==> src/pwc_pkg.sv <==
package pwc_pkg;
  // register byte offsets
  localparam logic [11:0] OFF_UPD_GATE = 12'h380;
  localparam logic [11:0] OFF_TMR_ACT = 12'h384;
  localparam logic [11:0] OFF_FLAG_STAT = 12'h388;
  localparam logic [11:0] OFF_FLAG_CLR = 12'h38c;
  localparam logic [11:0] OFF_IRQ_EN = 12'h390;
  localparam logic [11:0] OFF_OUT_EN_SET = 12'h394;
  localparam logic [11:0] OFF_OUT_DIS = 12'h398;
  localparam logic [11:0] OFF_OUT_DIS_ST = 12'h39c;
  localparam logic [11:0] OFF_FLT_GATE = 12'h3b0;
  // field positions and widths
  localparam int NUM_TMR = 6;
  localparam int NUM_FLT = 5;
  localparam int NUM_OUT = 10;
  localparam int POS_FORCE_XFER = 0;
  localparam int POS_CNT_CLEAR = 8;
  localparam int POS_FAULT_FLAG = 0;
  localparam int POS_SYS_FAULT = 5;
  localparam int POS_DLL_READY = 16;
  localparam int POS_BURST_PER = 17;
  localparam int FLAG_W = 18;
  localparam int GATE_W = 25;
  // implemented flag positions
  localparam logic [17:0] FLAG_MASK = 18'h3003f;
  // reset values
  localparam logic [5:0] RST_UPD_GATE = 6'h00;
  localparam logic [17:0] RST_FLAGS = 18'h00000;
  localparam logic [17:0] RST_IRQ_EN = 18'h00000;
  localparam logic [24:0] RST_FLT_GATE = 25'h0000000;
  localparam logic [31:0] RST_RDATA = 32'h00000000;

  typedef struct packed {
    logic burst_period;
    logic dll_ready;
    logic sys_fault;
    logic [4:0] fault;
  } pwc_evt_t;

  typedef struct packed {
    logic [5:0] upd_apply;
    logic [5:0] force_xfer;
    logic [5:0] cnt_clear;
  } pwc_tmr_ctl_t;
endpackage

==> src/pwc_common_ctrl.sv <==
`timescale 1ns/1ps
module pwc_common_ctrl
(
  // clock and reset
  input wire logic core_clk,
  input wire logic resetn,
  // register port
  input wire logic [11:0] reg_addr,
  input wire logic [31:0] reg_wdata,
  input wire logic reg_wr,
  input wire logic reg_rd,
  output logic [31:0] reg_rdata,
  // timer units
  input wire logic [5:0] upd_src_evt,
  output pwc_pkg::pwc_tmr_ctl_t tmr_ctl,
  // event sources
  input wire pwc_pkg::pwc_evt_t evt_in,
  input wire logic [4:0] fault_active,
  // outputs and interrupt
  output logic [9:0] out_enable,
  output logic [9:0] out_fault_state,
  output logic irq
);

  function automatic logic hit(input logic [11:0] a,
                               input logic [11:0] off);
    hit = (a[11:2] == off[11:2]);
  endfunction

  logic [5:0] upd_block_q;
  logic [13:0] tmr_act_q;
  logic [5:0] pend_q;
  logic [5:0] apply_q;
  logic [17:0] flag_q;
  logic [17:0] flag_d;
  logic [17:0] flag_set;
  logic [17:0] flag_clr;
  logic [17:0] irq_en_q;
  logic irq_q;
  logic [24:0] gate_q;
  logic [4:0] kill;
  logic [4:0] kill_q;
  logic [9:0] oen_q;
  logic [9:0] oen_set;
  logic [9:0] odis_set;
  logic [9:0] ods_q;
  logic [31:0] rdata_q;
  logic [31:0] rdata_d;
  logic [5:0] force_v;
  logic [5:0] apply_d;

  // update gating register; bit 0 master, 1..5 slaves A..E
  always_ff @(posedge core_clk or negedge resetn)
  begin
    if (!resetn)
      upd_block_q <= pwc_pkg::RST_UPD_GATE;
    else if (reg_wr && hit(reg_addr, pwc_pkg::OFF_UPD_GATE))
      upd_block_q <= reg_wdata[5:0];
  end

  // action bits live for exactly one cycle after the write
  always_ff @(posedge core_clk or negedge resetn)
  begin
    if (!resetn)
      tmr_act_q <= 14'h0000;
    else if (reg_wr && hit(reg_addr, pwc_pkg::OFF_TMR_ACT))
      tmr_act_q <= {reg_wdata[13:8], 2'b00, reg_wdata[5:0]};
    else
      tmr_act_q <= 14'h0000;
  end

  assign force_v = tmr_act_q[pwc_pkg::POS_FORCE_XFER +: 6];

  // a source event seen while blocked is held and applied on unblock, unless a forced transfer drops it first
  always_comb
  begin
    for (int i = 0; i < pwc_pkg::NUM_TMR; i++)
    begin
      apply_d[i] = force_v[i] ||
                   (!upd_block_q[i] && (upd_src_evt[i] || pend_q[i]));
    end
  end

  always_ff @(posedge core_clk or negedge resetn)
  begin
    if (!resetn)
      pend_q <= 6'h00;
    else
      pend_q <= ~force_v & upd_block_q & (pend_q | upd_src_evt);
  end

  always_ff @(posedge core_clk or negedge resetn)
  begin
    if (!resetn)
      apply_q <= 6'h00;
    else
      apply_q <= apply_d;
  end

  assign tmr_ctl.upd_apply = apply_q;
  assign tmr_ctl.force_xfer = force_v;
  assign tmr_ctl.cnt_clear = tmr_act_q[pwc_pkg::POS_CNT_CLEAR +: 6];

  // event flags
  always_comb
  begin
    flag_set = 18'h00000;
    flag_set[pwc_pkg::POS_FAULT_FLAG +: 5] = evt_in.fault;
    flag_set[pwc_pkg::POS_SYS_FAULT] = evt_in.sys_fault;
    flag_set[pwc_pkg::POS_DLL_READY] = evt_in.dll_ready;
    flag_set[pwc_pkg::POS_BURST_PER] = evt_in.burst_period;
    flag_clr = 18'h00000;
    if (reg_wr && hit(reg_addr, pwc_pkg::OFF_FLAG_CLR))
      flag_clr = reg_wdata[17:0] & pwc_pkg::FLAG_MASK;
    flag_d = (flag_q & ~flag_clr) | flag_set;
  end

  always_ff @(posedge core_clk or negedge resetn)
  begin
    if (!resetn)
      flag_q <= pwc_pkg::RST_FLAGS;
    else
      flag_q <= flag_d;
  end

  always_ff @(posedge core_clk or negedge resetn)
  begin
    if (!resetn)
      irq_en_q <= pwc_pkg::RST_IRQ_EN;
    else if (reg_wr && hit(reg_addr, pwc_pkg::OFF_IRQ_EN))
      irq_en_q <= reg_wdata[17:0] & pwc_pkg::FLAG_MASK;
  end

  // registered, so the request trails the flag by one cycle
  always_ff @(posedge core_clk or negedge resetn)
  begin
    if (!resetn)
      irq_q <= 1'b0;
    else
      irq_q <= |(flag_q & irq_en_q);
  end

  assign irq = irq_q;

  // fault gate, five bits per timer A..E
  always_ff @(posedge core_clk or negedge resetn)
  begin
    if (!resetn)
      gate_q <= pwc_pkg::RST_FLT_GATE;
    else if (reg_wr && hit(reg_addr, pwc_pkg::OFF_FLT_GATE))
      gate_q <= reg_wdata[24:0];
  end

  // fault_active must be glitch-free: it clears enables with no clock
  genvar t;
  generate
    for (t = 0; t < 5; t++)
    begin : g_kill
      assign kill[t] = |(fault_active & gate_q[t*5 +: 5]);
    end
  endgenerate

  always_comb
  begin
    oen_set = 10'h000;
    odis_set = 10'h000;
    if (reg_wr && hit(reg_addr, pwc_pkg::OFF_OUT_EN_SET))
      oen_set = reg_wdata[9:0];
    if (reg_wr && hit(reg_addr, pwc_pkg::OFF_OUT_DIS))
      odis_set = reg_wdata[9:0];
  end

  genvar o;
  generate
    for (o = 0; o < pwc_pkg::NUM_OUT; o++)
    begin : g_oen
      logic en_q;
      logic en_rst_n;
      assign en_rst_n = resetn & ~kill[o/2];
      always_ff @(posedge core_clk or negedge en_rst_n)
      begin
        if (!en_rst_n)
          en_q <= 1'b0;
        else if (odis_set[o])
          en_q <= 1'b0;
        else if (oen_set[o])
          en_q <= 1'b1;
      end
      assign oen_q[o] = en_q;
    end
  endgenerate

  always_ff @(posedge core_clk or negedge resetn)
  begin
    if (!resetn)
      kill_q <= 5'h00;
    else
      kill_q <= kill;
  end

  // a new fault moves outputs to fault state; a disable write goes idle
  // a fault rising with the write wins, so that write cannot hide the fault
  always_ff @(posedge core_clk or negedge resetn)
  begin
    if (!resetn)
      ods_q <= 10'h000;
    else
    begin
      for (int i = 0; i < pwc_pkg::NUM_OUT; i++)
      begin
        if (kill[i/2] && !kill_q[i/2])
          ods_q[i] <= 1'b1;
        else if (odis_set[i])
          ods_q[i] <= 1'b0;
      end
    end
  end

  assign out_enable = oen_q;
  assign out_fault_state = ods_q;

  // read mux; unmapped and write-only addresses read zero
  always_comb
  begin
    rdata_d = pwc_pkg::RST_RDATA;
    if (hit(reg_addr, pwc_pkg::OFF_UPD_GATE))
      rdata_d[5:0] = upd_block_q;
    else if (hit(reg_addr, pwc_pkg::OFF_TMR_ACT))
      rdata_d[13:0] = tmr_act_q;
    else if (hit(reg_addr, pwc_pkg::OFF_FLAG_STAT))
      rdata_d[17:0] = flag_q;
    else if (hit(reg_addr, pwc_pkg::OFF_IRQ_EN))
      rdata_d[17:0] = irq_en_q;
    else if (hit(reg_addr, pwc_pkg::OFF_OUT_EN_SET))
      rdata_d[9:0] = oen_q;
    else if (hit(reg_addr, pwc_pkg::OFF_OUT_DIS_ST))
      rdata_d[9:0] = ods_q;
    else if (hit(reg_addr, pwc_pkg::OFF_FLT_GATE))
      rdata_d[24:0] = gate_q;
  end

  // data valid only in the cycle after the read strobe
  always_ff @(posedge core_clk or negedge resetn)
  begin
    if (!resetn)
      rdata_q <= pwc_pkg::RST_RDATA;
    else if (reg_rd)
      rdata_q <= rdata_d;
    else
      rdata_q <= pwc_pkg::RST_RDATA;
  end

  assign reg_rdata = rdata_q;

endmodule // pwc_common_ctrl

==> config.mk <==
export PLATFORM = sky130hd
export DESIGN_NAME = pwc_common_ctrl
export DESIGN_NICKNAME = d
export VERILOG_FILES = /design/src/pwc_pkg.sv /design/src/pwc_common_ctrl.sv
export SDC_FILE = /design/constraint.sdc
export NUM_CORES = 1
export LEC_CHECK = 0
export ABC_AREA = 1
export BUFFER_PORTS_ARGS = -buffer_cell sky130_fd_sc_hd__buf_2
export CAP_MARGIN = 20
export CORE_ASPECT_RATIO = 0.8
export CORE_UTILIZATION = 50
export CTS_BUF_LIST = sky130_fd_sc_hd__clkbuf_8
export DETAILED_ROUTE_END_ITERATION = 10
export GPL_TIMING_DRIVEN = 0
export PLACE_DENSITY_LB_ADDON = 0.3
export SLEW_MARGIN = 20
export SYNTH_ARGS = -nofsm -noshare
export SYNTH_HDL_FRONTEND = slang
export SYNTH_SLANG_ARGS = --single-unit
==> constraint.sdc <==
create_clock -name core_clk -period 0.8 [get_ports core_clk]
set_input_delay 0.04 -clock core_clk [delete_from_list [all_inputs] [get_ports core_clk]]
set_output_delay 0.04 -clock core_clk [all_outputs]
set_load 0.02 [all_outputs]
==> results.toml <==
[yosys]
synth.most_common_cell = "nand2_1"
synth_cells = 613
synth.yosys.seq_area_share_pct = 56.4
post_synthesis_instance_area_mm2 = 0.00542
synth.top_cells.by_count = "146 x nand2_1, 122 x dfrtp_1, 70 x inv_1, 70 x nor2_1, 60 x o21ai_0"
yosysWarnings = 0
yosys_register_bits = 122
yosys_most_used_dff = "dfrtp_1"
yosys-top-cells-area = "dfrtp_1 56%, nand2_1 10%, o21ai_0 5.5%, inv_1 4.9%, nor2_1 4.9%"
synth_top_cell_by_area = "dfrtp_1"
async_reset_ff_share_pct = 100
synthDominantCellAreaShare_pct = 56.4
post_synth.cell_area_avg_um2 = 8.84
yosysUniqueCellTypes = 28
synth_edf_count = 0

[die]
floorplan.initialDensity_pct = 52.1
chipWidth_um = 118
placement_rows = 33
design.die.area_mm2 = 0.0113
floorplan.core_area_mm2 = 0.0104
die_y_um = 95.1
boundaryPins = 138

[critical_path]
worstPathMaxFanout = 3
criticalPathCategory = "reg2reg"
regToRegSetupSlack_ps = -490
crit_path_end = "out_fault_state[1]"
crit_path_start = "gate_q[2]"
startpoint_type = "register"
reg2reg_from = "gate_q[2]"
required_time_of_the_critical_path_ps = 1140
timing.rr.end = "out_fault_state[1]"
reg2regPathDepth = 6
setup_crit_end_kind = "register"
cp.arrival_ps = 1620

[drt]
detailedRoute.firstPassIterationCount = 5
detail_route.vias_per_cell = 5.98
route.top_layer_used = "met4"
drc_viols = 0
m1WireLength_mm = 8.21
routed_wirelength_mm = 23.7
dr_total_vias = 6173
postRouteAntennaNets = 0
routed-wl-met3_mm = 2.61
detailroute.wirelength.met2_mm = 11.2
first_iter_violations = 776
wl_per_cell_um = 23.0

[sta]
final.period_utilization_pct = 161
rsz0062_at_grt = "true"
finalSetupViolCount = 175
setup_slack_ps = -487
tightest_slew_ps = 561
slew_headroom_pct = 62.6
hold_ws_ps = -538
maxClockFrequency_ghz = 0.777
final_period_minus_worst_setup_slack_ps = 1290
worst_clock_skew_ps = 20.9
final-hold-violation-count = 112
timing_max_transition_violations_final = 0

[clock_tree]
cts_inserted_buffers = 17
clk_latency_ps = 470
cts.reportedPaths.clkPinSlew_ps = 80
tritoncts = "built"
htree_num_levels = 4
clock-sinks = 122
cts-root-to-sink-buffers = 2
cts-root-buf = "clkbuf_8"

[place]
globalplace.congestion = 0.940
detailed_place_hpwl_mm = 11.1
dpl_cell_area_mm2 = 0.00637
total_of_buffers_placed_on_input_and_output_ports = 118
pre_cts_ws_ps = -963

[power]
power_switching_share_pct = 29.8
power_density_mw_per_mm2 = 1670
seq_power_share_pct = 43.5
share_comb_of_total_power_pct = 17.9
switchingPower_mw = 4.64
vdd_ir_drop_max_mv = 2.11
clkPwrFrac_pct = 38.5
totalPowerFinal_mw = 15.6
power.static_leakage_nw = 4.71
internal-power_mw = 10.9

[global_route]
grt_max_degree = 82
grtUsageTotal_pct = 35.4
grt_pass1_wl_mm = 29.3
initial_antenna_violation_count = 0
number_of_global_route_vias_before_repair = 5486
grt_remaining_overflow = 0

[cells_and_area]
post_route_cells_drive_above_1_share_pct = 51.9
fin_area_mm2 = 0.00935
filler_cell_count = 400
antennaDiodeCount = 0
nets = 947
area_growth_pct = 72.6

[outcome]
result_of_the_run = "finished with violations"
failed_checks = "negative hold slack, negative setup slack"

[worst_hold_path]
min_path_type = "in2async"

[flow_run]
cap_viol_max_count = 0
metrics by stage:
step | utilization, % | cells | setup TNS, ps
5_1_grt | 89.8 | 1032 | -39950
3_3_place_gp | 60.9 | 877 | -263650
4_1_cts | 81.8 | 1001 | -27280
6_report | 89.8 | 1032 | -36460
3_5_place_dp | 61.3 | 878 | -83580
2_1_floorplan | - | 619 | -34520
how the worst min path moves through the flow:
stage	start	end	slack, ps	depth (start not counted)
floorplan	resetn	apply_q[0]	-260	0
global placement	fault_active[4]	g_oen[9].en_q	190	4
detailed placement	resetn	kill_q[2]	-50	1
CTS	resetn	kill_q[2]	-530	1
global route	resetn	out_fault_state[8]	-530	1
finish	resetn	out_fault_state[8]	-540	1
state kept, by name, indices dropped and copies added, names as in the netlist:
signal	cells
irq_en_q	8
gate_q	25
pend_q	6
tmr_act_q	12
reg_rdata	25
g_oen.en_q	10
flag_q	8
kill_q	5
irq	1
apply_q	6
upd_block_q	6
out_fault_state	10
layout make-up:
class	count	area (µm²)	share of cell area, %
Buffer	35	403	4.31
Sequential cell	122	3060	32.7
Multi-Input combinational cell	390	2710	29.0
Timing Repair Buffer	242	2270	24.3
Inverter	72	310	3.32
Clock inverter	13	169	1.81
Clock buffer	18	248	2.65
Tap cell	140	175	1.87
logic make-up after synthesis:
group	after synthesis	synth area share, %
buffers and inverters	107	9.29
AOI/OAI and AO/OA	110	11.4
other	1	0.0692
muxes	9	2.43
and+or+nand+nor	264	20.5
DFF	122	56.4
layer usage:
metal | up-vias | track usage (%)
met3 | 175 | 9.39
met4 | 0 | 13.2
met2 | 548 | 59.9
met1 | 2939 | 44.1
met5 | - | 0
li1 | 2511 | -
power groups by stage:
stage	sequential (mW)	clock [mW]	combinational (mW)
2_1_floorplan	7.05	0	0.555
3_3_place_gp	6.80	0	1.53
3_5_place_dp	6.82	0	1.58
4_1_cts	6.73	5.83	2.31
5_1_grt	6.79	6.23	2.90
6_report	6.78	6.00	2.79
worst max-delay path, stage by stage (launching register included):
cell,delay (ps)
dfrtp_1,410
nand2_1,90
nand2_1,80
a221oi_2,230
nand2_2,170
nand2_2,120
nand2_1,70
repair_timing:
action / in CTS / in global routing
pin swaps: 41 / 58
resized for setup: 301 / 181
buffers inserted: 52 / 40
hold buffers: 35 / 1
cloned: 5 / 2
hold endpoints to repair: 187 / 115
endpoints found under the setup margin: 184 / 194
cells in the final DEF, fill, tap and decap left out, types with 5 or more instances in the layout:
cell / synthesis / routed
mux2_4: 8 / 8
inv_2: 1 / 11
a21oi_2: 0 / 10
nand3_1: 21 / 11
nand2_1: 146 / 85
o21ai_1: 0 / 24
o21ai_0: 60 / 15
o21bai_1: 7 / 6
a221oi_2: 0 / 6
nand2_2: 0 / 36
inv_1: 70 / 54
conb_1: 1 / 7
nand4_1: 16 / 16
nand3_2: 0 / 7
clkinv_4: 0 / 5
a21oi_1: 21 / 11
buf_4: 19 / 54
buf_8: 0 / 11
o21ai_2: 0 / 18
nand2_4: 1 / 23
nor2_1: 70 / 35
o22ai_2: 0 / 6
dlygate4sd3_1: 0 / 35
clkbuf_8: 0 / 19
o22ai_1: 11 / 5
dfrtp_1: 122 / 119
buf_2: 8 / 51
nor2_4: 1 / 23
nor2_2: 2 / 15
buf_6: 2 / 119
Note: power is estimated with default switching activity, not from simulation.
